$ cat config.mk
export PLATFORM = sky130hd
export DESIGN_NAME = sar_adc_parallel_port
export DESIGN_NICKNAME = d
export VERILOG_FILES = /design/src/rtl/sar_port_pkg.sv /design/src/rtl/sar_result_reg.sv /design/src/rtl/sar_adc_parallel_port.sv
export SDC_FILE = /design/constraint.sdc
export NUM_CORES = 1
export LEC_CHECK = 0
export BUFFER_PORTS_ARGS = -buffer_cell sky130_fd_sc_hd__buf_4
export CELL_PAD_IN_SITES_DETAIL_PLACEMENT = 1
export CELL_PAD_IN_SITES_GLOBAL_PLACEMENT = 1
export CORE_ASPECT_RATIO = 1.4
export CORE_MARGIN = 2
export CORE_UTILIZATION = 44
export DETAILED_ROUTE_END_ITERATION = 8
export HOLD_SLACK_MARGIN = 0.12
export MAX_ROUTING_LAYER = met4
export PLACE_DENSITY_LB_ADDON = 0.1
export SLEW_MARGIN = 30
export SYNTH_ARGS = -nofsm -noshare
export SYNTH_HDL_FRONTEND = slang
export SYNTH_SLANG_ARGS = --single-unit
$ cat constraint.sdc
create_clock -name sys_clk_in -period 3.4 [get_ports sys_clk_in]
set_input_delay 0.68 -clock sys_clk_in [delete_from_list [all_inputs] [get_ports sys_clk_in]]
set_output_delay 0.68 -clock sys_clk_in [all_outputs]
set_load 0.01 [all_outputs]
$ cat src/rtl/sar_port_pkg.sv
// shared constants for the converter host port
package sar_port_pkg;
	localparam int unsigned RESULT_WIDTH      = 16;
	localparam int unsigned BYTE_WIDTH        = 8;
	localparam int unsigned CLK_PERIOD_NS     = 40;
	localparam int unsigned CONV_MIN_LOW_NS   = 40;
	localparam int unsigned CONV_MIN_LOW_CYC  =
		(CONV_MIN_LOW_NS + CLK_PERIOD_NS - 1) / CLK_PERIOD_NS;
	localparam int unsigned CONV_CYCLES       = 60;
	localparam logic [15:0] RESULT_RESET      = 16'h0000;
	typedef enum logic [1:0] {TRACK, QUALIFY, CONVERT, UPDATE} port_state_type;
endpackage

$ cat src/rtl/sar_result_reg.sv
// result holding register, loaded once per conversion
`timescale 1ns/10ps
module sar_result_reg #(
	parameter int unsigned WIDTH = 16
) (
	input  wire logic             sys_clk_in,
	input  wire logic             sys_rst_in,
	input  wire logic             load_in,
	input  wire logic [WIDTH-1:0] value_in,
	output logic      [WIDTH-1:0] held_out
);
	logic [WIDTH-1:0] held_reg;
	logic [WIDTH-1:0] held_next;

	always_comb
	begin
		held_next = held_reg;
		if (load_in)
		begin
			held_next = value_in;
		end
	end

	always_ff @(posedge sys_clk_in)
	begin
		if (sys_rst_in)
		begin
			held_reg <= '0;
		end
		else
		begin
			held_reg <= held_next;
		end
	end

	assign held_out = held_reg;
endmodule

$ cat src/rtl/sar_adc_parallel_port.sv
// parallel host port of a sampling converter
// How it works
// each result appears as one 16-bit parallel word
// results are binary twos complement, host reads them signed
// busy low from conversion start until result register updated
// byte select low gives top eight bits, high gives low eight
// chip select combined with read/convert; falling edge while low starts
// data outputs released when select high or read/convert low
// data bit 15 carries the most significant result bit
// host holds read/convert low at least 40 ns to start
// start when both inputs low, whichever fell first
// tracking resumes once a conversion completes
// result held stable for repeated reads until next conversion
`timescale 1ns/10ps
module sar_adc_parallel_port
	import sar_port_pkg::*;
#(
	parameter int unsigned CONV_CYCLES_P = sar_port_pkg::CONV_CYCLES
) (
	input  wire logic                                 sys_clk_in,
	input  wire logic                                 sys_rst_in,
	input  wire logic                                 chip_sel_n_in,
	input  wire logic                                 read_conv_n_in,
	input  wire logic                                 byte_sel_in,
	input  wire logic [sar_port_pkg::RESULT_WIDTH-1:0] sample_in,
	output logic                                      tracking_out,
	output logic                                      busy_n_out,
	output logic      [sar_port_pkg::RESULT_WIDTH-1:0] data_out,
	output logic      [sar_port_pkg::RESULT_WIDTH-1:0] data_oe_out
);
	import sar_port_pkg::*;

	// counter is eight bits wide
	if (CONV_CYCLES_P < 1 || CONV_CYCLES_P > 255)
	begin : g_bad_conv
		$error("conversion length out of range");
	end
	// minimum convert low time must fit the same counter
	if (CONV_MIN_LOW_CYC < 1 || CONV_MIN_LOW_CYC > 255)
	begin : g_bad_low
		$error("convert low time out of range");
	end
	// byte steering needs a word of exactly two bytes
	if (RESULT_WIDTH != 2 * BYTE_WIDTH)
	begin : g_bad_split
		$error("result must be two bytes");
	end
	// data path is laid out for a sixteen-bit word
	if (RESULT_WIDTH != 16)
	begin : g_bad_word
		$error("result must be sixteen bits");
	end

	port_state_type state_reg;
	port_state_type state_next;
	logic [7:0]  count_reg;
	logic [7:0]  count_next;
	logic        req_prev_reg;
	logic        req_prev_next;
	logic [15:0] sample_reg;
	logic [15:0] sample_next;
	logic [15:0] dout_reg;
	logic [15:0] dout_next;
	logic        load;
	logic        conv_req;
	logic [15:0] held;
	logic [15:0] word_src;
	logic [7:0]  lane_pick;
	logic        conv_start;
	logic        converting;
	logic        drive_en;

	// level combination of both lows
	assign conv_req = ~chip_sel_n_in & ~read_conv_n_in;

	// the host runs on its own timing: only a fresh low pair counts,
	// so a pair still low when a conversion ends never restarts it
	// fresh low pair
	assign conv_start = conv_req & ~req_prev_reg;

	always_comb
	begin
		state_next    = state_reg;
		count_next    = count_reg;
		sample_next   = sample_reg;
		req_prev_next = conv_req;
		load          = 1'b0;
		unique case (state_reg)
			TRACK:
			begin
				// new low combination starts
				if (conv_start)
				begin
					// low must persist the minimum time
					if (CONV_MIN_LOW_CYC <= 1)
					begin
						state_next  = CONVERT;
						sample_next = sample_in;
					end
					else
					begin
						state_next = QUALIFY;
					end
					count_next = 8'h01;
				end
			end
			QUALIFY:
			begin
				if (!conv_req)
				begin
					state_next = TRACK;
				end
				else if (count_reg + 8'h01 >= 8'(CONV_MIN_LOW_CYC))
				begin
					state_next  = CONVERT;
					sample_next = sample_in;
					count_next  = 8'h01;
				end
				else
				begin
					count_next = count_reg + 8'h01;
				end
			end
			CONVERT:
			begin
				// count out the conversion time
				if (count_reg >= 8'(CONV_CYCLES_P))
				begin
					state_next = UPDATE;
				end
				else
				begin
					count_next = count_reg + 8'h01;
				end
			end
			UPDATE:
			begin
				// capture result once per conversion
				load       = 1'b1;
				state_next = TRACK;
			end
		endcase
	end

	always_ff @(posedge sys_clk_in)
	begin
		if (sys_rst_in)
		begin
			// start in track with no pending edge
			state_reg    <= TRACK;
			count_reg    <= 8'h00;
			req_prev_reg <= 1'b1;
			sample_reg   <= RESULT_RESET;
		end
		else
		begin
			state_reg    <= state_next;
			count_reg    <= count_next;
			req_prev_reg <= req_prev_next;
			sample_reg   <= sample_next;
		end
	end

	// signed word stored unchanged
	sar_result_reg #(
		.WIDTH (RESULT_WIDTH)
	) result_hold (
		.sys_clk_in (sys_clk_in),
		.sys_rst_in (sys_rst_in),
		.load_in    (load),
		.value_in   (sample_reg),
		.held_out   (held)
	);

	// output register loads with the result, so busy rises on fresh data
	assign word_src = load ? sample_reg : held;

	// low group pins pick top or bottom byte
	for (genvar lane = 0; lane < BYTE_WIDTH; lane++)
	begin : g_low_lane
		assign lane_pick[lane] = byte_sel_in ? word_src[lane] : word_src[lane + BYTE_WIDTH];
	end

	always_comb
	begin
		// full word, bit 15 on top
		dout_next = word_src;
		// byte steering onto low group
		dout_next[BYTE_WIDTH-1:0] = lane_pick;
	end

	always_ff @(posedge sys_clk_in)
	begin
		if (sys_rst_in)
		begin
			// pins read zero until the first result
			dout_reg <= RESULT_RESET;
		end
		else
		begin
			dout_reg <= dout_next;
		end
	end

	assign data_out = dout_reg;

	// drive only when selected and in read
	assign drive_en = ~chip_sel_n_in & read_conv_n_in;

	// one enable per data pin
	for (genvar pin = 0; pin < RESULT_WIDTH; pin++)
	begin : g_pin_oe
		assign data_oe_out[pin] = drive_en;
	end

	// sample held from start until the result register loads
	assign converting = (state_reg == CONVERT) || (state_reg == UPDATE);

	// busy low through conversion and update
	assign busy_n_out = ~converting;

	// tracking outside conversion
	assign tracking_out = ~converting;
endmodule

==> results of run 1 <==
==> synthesized netlist by cell type (2+ instances only) <==
| master | instances | area, sq um |
|---|---|---|
| nor2_1 | 30 | 113 |
| nand2_1 | 6 | 22.5 |
| mux2i_1 | 34 | 340 |
| dfxtp_1 | 51 | 1020 |
| buf_4 | 25 | 188 |
| nand3_1 | 3 | 15.0 |
| o21ai_0 | 6 | 30.0 |
| and2_1 | 4 | 25.0 |
| buf_2 | 4 | 20.0 |
| nor3_1 | 2 | 10.0 |
| clkbuf_1 | 10 | 37.5 |
| nand2b_1 | 36 | 225 |
| a211oi_1 | 2 | 15.0 |
| ha_1 | 9 | 113 |
| o22ai_1 | 2 | 12.5 |
| nand4_1 | 4 | 25.0 |
| a31oi_1 | 3 | 18.8 |
| a21oi_1 | 11 | 55.1 |
| inv_1 | 9 | 33.8 |
| nor2b_1 | 6 | 37.5 |
==> logic make-up after synthesis <==
family          synth area share
compound gates             0.103
flops                      0.402
mux                        0.134
buf+inv                    0.114
xor+xnor                 0.00345
fa+ha+maj                 0.0444
simple gates               0.199
==> cells in the final DEF (no fill, tap or decap) <==
master,n
inv_6,1
o21bai_1,1
dfxtp_1,51
o21ai_0,6
xnor2_1,1
bufinv_16,1
nor2_1,30
nor3b_1,1
a21oi_1,11
o22ai_1,2
a21boi_2,1
inv_1,9
clkbuf_8,5
nand4_1,4
a211oi_1,2
and2_1,4
nor2_2,1
a21bo_2,1
o31ai_1,1
or3_1,1
a311o_1,1
a31oi_1,3
buf_4,55
and3_1,1
a31oi_4,1
mux2i_1,34
or2_2,1
o21a_1,1
nand2_1,6
clkinv_4,1
nand3_1,3
a41oi_2,1
nor2b_1,6
o31a_1,1
ha_1,9
o211ai_1,1
a41oi_1,1
nor3_1,2
nand2b_1,36
o31ai_2,1
==> worst max-delay path by stage <==
stage / from / to / slack (ps) / depth (start not counted)
floorplan: read_conv_n_in / data_oe_out[0] / 1210 / 2
global placement: chip_sel_n_in / data_oe_out[15] / 1030 / 3
detailed placement: chip_sel_n_in / data_oe_out[3] / 960 / 3
CTS: chip_sel_n_in / data_oe_out[3] / 950 / 3
global route: count_reg[1]$_SDFFE_PP0P_ / sample_reg[11]$_SDFFE_PP0P_ / 780 / 7
finish: chip_sel_n_in / data_oe_out[3] / 970 / 3
==> worst reg2reg max path, delay by kind of cell, from the launching register on <==
| kind | cells | cell delay [ps] |
|---|---|---|
| mux | 1 | 290 |
| simple gates | 2 | 360 |
| flops | 1 | 410 |
| fa+ha+maj | 1 | 260 |
| compound gates | 3 | 1000 |
==> cell type report <==
class	count	area, sq um
fill	653	2630
multi-input combinational	176	1230
sequential	51	1020
timing repair buffer	55	413
tap	68	85.1
clock buffer	5	68.8
clock inverter	3	47.5
inverter	9	33.8
==> layer usage <==
layer  vias to the layer above  routed length [um]  part of all wire
li1                        938                   -                 -
met1                       906                2220              0.42
met2                        32                2930              0.55
met3                         2                 164             0.031
met4                         0                  34            0.0064
met5                         -                   0                 0
==> metrics by stage <==
stage | util | area [sq um] | worst slack (ps) | power (mW)
after floorplan | - | 2540 | 1210 | 0.940
after global placement | 0.503 | 2780 | 1030 | 1.03
after detailed placement | 0.503 | 2780 | 956 | 1.04
after CTS | 0.524 | 2900 | 946 | 1.47
after global routing | 0.524 | 2900 | 784 | 1.54
final | 0.524 | 2900 | 969 | 1.45
==> report_power, final <==
group | switching [mW] | total (mW) | internal (mW) | leakage [nW]
combinational | 0.198 | 0.357 | 0.159 | 0.672
sequential | 0.0275 | 0.660 | 0.632 | 0.414
clock | 0.214 | 0.437 | 0.223 | 0.0587
total | 0.439 | 1.45 | 1.02 | 1.14
==> impl_metrics.py, run 1 <==
metrics = {
    "yosys": {
        "synth_edf_count": 0,
        "ys_seq_area_frac": 0.402,
        "synth_flop_cell": "dfxtp_1",
        "synth_area_sq_um": 2540,
        "synth_area_per_cell_sq_um": 9.20,
        "syn-num-nets": 306,
        "ys_ff_latch": 51,
        "synth_cells": 276,
        "yosys.cell_types.count": 39,
        "synthArstFlopShare": 0,
        "yosysWarnings": 0,
    },
    "global_routing": {
        "use_met1": 0.210,
        "grt.busiest_layer": "met2",
        "grt_max_degree": 58,
        "grt_pass1_wl_um": 8780,
        "antenna_found_initial": 0,
        "met3_usage": 0.0324,
        "grt_pass1_vias": 1882,
        "overflow": 0,
        "track_usage": 0.186,
        "use_met2": 0.331,
    },
    "route": {
        "drt_iter0_drc": 44,
        "routed_wl_um": 5350,
        "vias": 1878,
        "drc": 0,
        "firstDrtPassIters": 4,
        "viasPerCell": 5.12,
        "wl_per_cell_um": 14.6,
        "ant_nets": 0,
    },
    "setup_path": {
        "max_stage_delay_ps": 690,
        "rr_endpoint": "sample_reg[1]$_SDFFE_PP0P_",
        "critPathArrivalTime_ps": 1750,
        "cp_top_family": "simple AND/OR/NAND/NOR gates",
        "critical_path_class": "in2out",
        "required_ps": 2720,
        "start_kind": "input port",
        "critPathCaptureType": "primary output",
        "cp_common_cell": "buf_4",
        "cp_slowest_cell": "nor2b_1",
        "rr_worst_depth": 7,
        "timing.rr.start": "count_reg[0]$_SDFFE_PP0P_",
        "critPathMaxFanout": 16,
        "crit_buf_inv": 2,
        "crit_chain": "buf_4 > nor2b_1 > buf_4",
        "r2r_setup_slack_ps": 1020,
    },
    "sta": {
        "rsz0062_at_grt": "false",
        "skew_ps": 12.8,
        "hold_viol_final": 0,
        "tightest_slew_ps": 901,
        "fmax_mhz": 411,
        "setup_viol": 0,
        "finalCritPeriodShare": 0.715,
        "finalSetupTns_ps": 0,
        "fin_crit_ps": 2430,
        "whs_ps": 482,
        "slew_viol_final": 0,
        "slew_headroom": 0.398,
    },
    "floorplan": {
        "start_util": 0.459,
        "pin_count": 55,
        "die_area_sq_um": 6400,
        "fp-row-count": 32,
        "die_w_um": 68.2,
        "die_height_um": 93.9,
        "core_sq_um": 5530,
    },
    "hold_path": {
        "hold_depth": 2,
        "hold_end": "sample_reg[11]$_SDFFE_PP0P_",
        "min_from": "sample_reg[11]$_SDFFE_PP0P_",
        "hold_class": "reg2reg",
    },
    "clock_tree": {
        "ctsResizeCount": 0,
        "postCtsSetupRepairBufs": 0,
        "htree_levels": 2,
        "cts_tree": "built",
        "root_buffer": "clkbuf_8",
        "clock_path_buffers": 2,
        "holdBufCountCts": 0,
        "numCtsBuffers": 5,
        "clk_pin_slew_ps": 90,
        "clk_latency_ps": 310,
        "clkSinkCount": 51,
    },
    "power_and_ir_drop": {
        "leakagePower_nw": 1.14,
        "vdd_ir_drop_max_mv": 0.290,
        "p_per_area_nw_per_um2": 502,
    },
    "cells_and_area": {
        "syn2layout_area_growth_pct": 14.1,
        "stdcell_count": 367,
        "fin_nets": 328,
        "n_antenna_cell": 0,
        "final_layout_size_suffix_gt1_frac": 0.234,
    },
    "placement": {
        "dpl.cell_count": 359,
        "hpwl_um": 3850,
        "port_buffers": 54,
        "gp_congestion": 0.760,
    },
    "run": {
        "max_cap_violations": 0,
    },
    "outcome": {
        "status": "completed",
    },
}
No activity file was read; power rests on OpenSTA's default activity.
==> inputs of run 2 (changes only) <==
- CORE_UTILIZATION: 44 -> 41
- clock period: 3.4 -> 2.3 ns (I/O delays scaled with it)
==> run 2 against run 1 <==
  * Cell count rose by 3.0%
  * Critical path depth rose by 5
  * Combinational power rose by 67%
  * First-iteration DRC count rose by 16%
  * Utilization fell by 2.3 points
  * Non-clock buffer count rose by 9
  * Register-to-register slack got worse by 800 ps
  * Critical endpoint is now sample_reg[12]$_SDFFE_PP0P_
  * Final area rose by 2.2%
  * Global-route usage fell by 1.2 points
==> impl_metrics.py, run 2 (same netlist as run 1, synthesis figures left out) <==
metrics = {
    "setup_path": {
        "max_stage_delay_ps": 400,
        "r2r_setup_slack_ps": 220,
        "crit_buf_inv": 1,
        "critPathArrivalTime_ps": 2310,
        "cp_slowest_cell": "dfxtp_1",
        "start_kind": "flop",
        "crit_chain": "ha_1 > and3_1 > a211oi_1 > a41oi_2 > nor2_2 > a31oi_4 > buf_12 > mux2i_1",
        "critical_path_class": "reg2reg",
        "critPathMaxFanout": 16,
        "required_ps": 2530,
        "critPathCaptureType": "flop",
        "cp_top_family": "compound AO/OA/AOI/OAI gates",
    },
    "placement": {
        "dp_worst_setup_slack_ps": 195,
        "port_buffers": 54,
        "dpl.cell_count": 370,
        "place_area_sq_um": 2860,
        "gp_congestion": 0.820,
        "hpwl_um": 4160,
    },
    "route": {
        "routed_wl_um": 5660,
        "wl_met1_um": 2340,
        "viasPerCell": 5.09,
        "firstDrtPassIters": 4,
        "drt_iter0_drc": 51,
        "drc": 0,
        "top_layer": "met4",
        "wl_met2_um": 3060,
        "ant_nets": 0,
        "dr_wl_met3_um": 129,
        "vias": 1925,
        "wl_per_cell_um": 15.0,
    },
    "global_routing": {
        "antenna_found_initial": 0,
        "grt_max_degree": 38,
        "overflow": 0,
        "grt_pass1_vias": 1982,
        "track_usage": 0.174,
        "grt_pass1_wl_um": 9450,
    },
    "sta": {
        "skew_ps": 10.3,
        "tightest_slew_ps": 916,
        "setup_ws_ps": 222,
        "rsz0062_at_grt": "false",
        "fmax_mhz": 481,
        "finalCritPeriodShare": 0.903,
        "hold_viol_final": 0,
        "slew_headroom": 0.388,
        "finalSetupTns_ps": 0,
        "fin_crit_ps": 2080,
        "setup_viol": 0,
        "slew_viol_final": 0,
        "whs_ps": 417,
    },
    "cells_and_area": {
        "multiInputGateArea_sq_um": 1240,
        "fillCellCount": 713,
        "mostFrequentLayoutCells": "63 x buf_4, 51 x dfxtp_1, 36 x nand2b_1, 34 x mux2i_1, 30 x nor2_1",
        "stdcell_count": 378,
        "n_antenna_cell": 0,
        "fin_util": 0.501,
        "fin_nets": 337,
        "final_common_cell": "buf_4",
        "syn2layout_area_growth_pct": 16.6,
        "post-route-cell-area_sq_um": 2960,
        "final_layout_size_suffix_gt1_frac": 0.256,
        "ff_latch_area_sq_um": 1020,
    },
    "floorplan": {
        "core_sq_um": 5900,
        "die_w_um": 70.5,
        "start_util": 0.430,
        "pin_count": 55,
        "die_height_um": 97.1,
        "fp-row-count": 33,
        "die_area_sq_um": 6850,
    },
    "clock_tree": {
        "numCtsBuffers": 5,
        "htree_levels": 2,
        "clk_pin_slew_ps": 100,
        "clock_path_buffers": 2,
        "clk_latency_ps": 310,
        "root_buffer": "clkbuf_8",
        "postCtsSetupRepairBufs": 0,
        "cts_tree": "built",
        "clkSinkCount": 51,
    },
    "power_and_ir_drop": {
        "vdd_ir_drop_max_mv": 0.382,
        "leakagePower_nw": 1.19,
        "finalPower_mw": 2.09,
        "p_per_area_nw_per_um2": 707,
    },
    "outcome": {
        "status": "completed",
    },
    "hold_path": {
        "hold_class": "in2reg",
    },
    "run": {
        "max_cap_violations": 0,
    },
}
==> run 2: cell types whose count changed in the layout (fill, tap and decap cells not counted) <==
cell / delta
bufinv_16: -1
buf_4: +8
buf_12: +1
o31ai_2: -1
clkinv_2: +2
o31ai_4: +1
clkinv_4: -1
==> run 2: per-layer routing <==
| layer | global-route usage | vias to the layer above |
|---|---|---|
| met2 | 0.312 | 31 |
| met5 | - | - |
| li1 | - | 957 |
| met4 | 0.0621 | 0 |
| met1 | 0.190 | 929 |
| met3 | 0.0301 | 8 |
==> run 2: path summary, 6_finish.rpt <==
path / from / endpoint / cells after the start
worst max-delay path: count_reg[0]$_SDFFE_PP0P_ / sample_reg[12]$_SDFFE_PP0P_ / 8
worst min-delay path: sample_in[1] / sample_reg[1]$_SDFFE_PP0P_ / 3
worst max register to register: count_reg[0]$_SDFFE_PP0P_ / sample_reg[12]$_SDFFE_PP0P_ / 8
worst min register to register: sample_reg[5]$_SDFFE_PP0P_ / sample_reg[5]$_SDFFE_PP0P_ / 2
==> run 2: report_power, final <==
| group | switching [mW] | internal [mW] | leakage [nW] |
|---|---|---|---|
| Combinational | 0.321 | 0.274 | 0.724 |
| Clock | 0.308 | 0.215 | 0.0483 |
| Sequential | 0.0390 | 0.935 | 0.414 |
| Total | 0.668 | 1.42 | 1.19 |
==> run 2: cell type report <==
| cell class | count | area share |
|---|---|---|
| inverters | 9 | 0.0114 |
| well taps | 70 | 0.0296 |
| clock buffers | 5 | 0.0233 |
| clock inverters | 3 | 0.00634 |
| repair buffers | 64 | 0.167 |
| flip-flops and latches | 51 | 0.345 |
| multi-input cells | 176 | 0.418 |
==> run 2: worst register-to-register path: stages, from the launching register on <==
cell	delay, ps
dfxtp_1	400
ha_1	260
and3_1	260
a211oi_1	110
a41oi_2	260
nor2_2	110
a31oi_4	200
buf_12	200
mux2i_1	210
==> run 2: timing repair <==
item	in CTS	in global routing
setup endpoints to repair	0	3
hold endpoints to repair	0	0
gates resized for setup	0	1
hold buffers	0	0
==> inputs of run 3 (changes only) <==
- CORE_UTILIZATION: 41 -> 37
==> run 3 against run 2 <==
  * Clock skew up 0.62 ps
  * Combinational power down 2%
  * Wire length down 2.0%
  * First-iteration DRC count up 67%
  * Final area up 2.0%
  * Largest cell class unchanged
  * Largest power group unchanged
  * Highest routed layer unchanged
==> impl_metrics.py, run 3 (same netlist as run 1, synthesis figures left out) <==
metrics = {
    "sta": {
        "slew_headroom": 0.420,
        "skew_ps": 11.0,
        "hold_viol_final": 0,
        "tightest_slew_ps": 868,
        "finalCritPeriodShare": 0.884,
        "fmax_mhz": 492,
        "fin_crit_ps": 2030,
        "setup_viol": 0,
        "slew_viol_final": 0,
        "rsz0062_at_grt": "false",
        "finalSetupTns_ps": 0,
    },
    "floorplan": {
        "core_sq_um": 6610,
        "start_util": 0.384,
        "fp-row-count": 35,
        "die_w_um": 74.0,
        "die_height_um": 102,
        "die_area_sq_um": 7550,
        "pin_count": 55,
    },
    "setup_path": {
        "critical_path_class": "reg2reg",
        "start_kind": "flop",
        "crit_chain": "ha_1 > and3_1 > a211oi_1 > a41oi_2 > o31ai_2 > nand4_1 > o21ai_0",
        "r2r_setup_slack_ps": 270,
        "crit_buf_inv": 0,
        "critPathArrivalTime_ps": 2250,
        "max_stage_delay_ps": 470,
        "rr_worst_depth": 7,
        "required_ps": 2520,
        "cp_top_family": "compound AO/OA/AOI/OAI gates",
        "critPathMaxFanout": 6,
        "critPathCaptureType": "flop",
        "cp_slowest_cell": "o31ai_2",
        "crit_path_start": "count_reg[0]$_SDFFE_PP0P_",
        "timing.rr.start": "count_reg[0]$_SDFFE_PP0P_",
        "rr_endpoint": "count_reg[4]$_SDFFE_PP0P_",
    },
    "placement": {
        "port_buffers": 54,
        "gp_congestion": 0.829,
        "hpwl_um": 4040,
    },
    "power_and_ir_drop": {
        "power_frac_seq": 0.440,
        "switchingPower_mw": 0.642,
        "swShare": 0.291,
        "p_per_area_nw_per_um2": 730,
        "p_clk_frac": 0.296,
        "comb_power_share": 0.264,
        "leakagePower_nw": 1.20,
        "vdd_ir_drop_max_mv": 0.461,
        "power.internal_mw": 1.56,
    },
    "cells_and_area": {
        "final_layout_size_suffix_gt1_frac": 0.262,
        "n_antenna_cell": 0,
        "fillCellCount": 789,
        "fin_nets": 338,
        "mostFrequentLayoutCells": "64 x buf_4, 51 x dfxtp_1, 36 x nand2b_1, 34 x mux2i_1, 30 x nor2_1",
        "fin_util": 0.456,
        "final_common_cell": "buf_4",
        "syn2layout_area_growth_pct": 18.9,
    },
    "clock_tree": {
        "htree_levels": 2,
        "clkSinkCount": 51,
        "clock_path_buffers": 2,
        "clk_latency_ps": 300,
        "numCtsBuffers": 5,
        "root_buffer": "clkbuf_8",
        "cts_tree": "built",
        "clk_pin_slew_ps": 100,
    },
    "route": {
        "ant_nets": 0,
        "wl_per_cell_um": 13.8,
        "firstDrtPassIters": 4,
        "vias": 1892,
        "drc": 0,
        "routed_wl_um": 5550,
        "viasPerCell": 4.72,
        "drt_iter0_drc": 85,
    },
    "hold_path": {
        "hold_end": "data_out[3]$_SDFF_PP0_",
        "min_from": "byte_sel_in",
        "hold_class": "in2reg",
        "hold_depth": 2,
    },
    "global_routing": {
        "overflow": 0,
        "track_usage": 0.163,
        "grt_pass1_wl_um": 9200,
        "grt_max_degree": 58,
        "antenna_found_initial": 0,
        "grt_pass1_vias": 1994,
    },
    "outcome": {
        "status": "completed",
    },
    "run": {
        "max_cap_violations": 0,
    },
}
-- run 3: metrics by stage --
stage / hold slack, ps / worst slack (ps) / power (mW) / area (sq um) / cells
after floorplan: 448 / 358 / 1.39 / 2540 / 276
after global placement: 460 / 188 / 1.56 / 2880 / 392
after CTS: 406 / 95.2 / 2.23 / 3000 / 400
after global routing: 417 / 56.0 / 2.35 / 3020 / 401
final: 408 / 267 / 2.20 / 3020 / 401
after detailed placement: 470 / 138 / 1.57 / 2880 / 392
-- run 3: area by class of cell --
class / instances / area (sq um) / area share
clock buffers: 6 / 82.6 / 0.0274
clock inverters: 2 / 35.0 / 0.0116
inverters: 9 / 33.8 / 0.0112
multi-input cells: 176 / 1230 / 0.408
flip-flops and latches: 51 / 1020 / 0.338
well taps: 92 / 115 / 0.0381
repair buffers: 65 / 500 / 0.166
-- run 3: how the worst max path moves through the flow --
stage	cells after the start	to	slack (ps)
2_1_floorplan	5	tracking_out	360
3_3_place_gp	8	count_reg[1]$_SDFFE_PP0P_	190
3_5_place_dp	7	sample_reg[12]$_SDFFE_PP0P_	140
4_1_cts	7	sample_reg[11]$_SDFFE_PP0P_	100
5_1_grt	7	count_reg[4]$_SDFFE_PP0P_	60
6_report	7	count_reg[4]$_SDFFE_PP0P_	270
-- run 3: per-layer routing --
metal / GRT usage / routed length [um]
met1: 0.182 / 2280
met2: 0.293 / 3020
met3: 0.0247 / 179
met5: - / 0
met4: 0.0545 / 70
-- run 3: power by group through the flow --
stage | Clock, mW | Sequential [mW] | Combinational [mW]
final | 0.652 | 0.971 | 0.581
after detailed placement | 0 | 0.992 | 0.576
after global routing | 0.710 | 0.979 | 0.659
after global placement | 0 | 0.991 | 0.574
after CTS | 0.679 | 0.972 | 0.580
after floorplan | 0 | 0.988 | 0.401
-- run 3: what timing repair did --
item | in CTS | in global routing
gates resized for setup | 0 | 1
endpoints found under the setup margin | 0 | 20
hold buffers | 0 | 0
buffers inserted | 0 | 1
hold endpoints to repair | 0 | 0
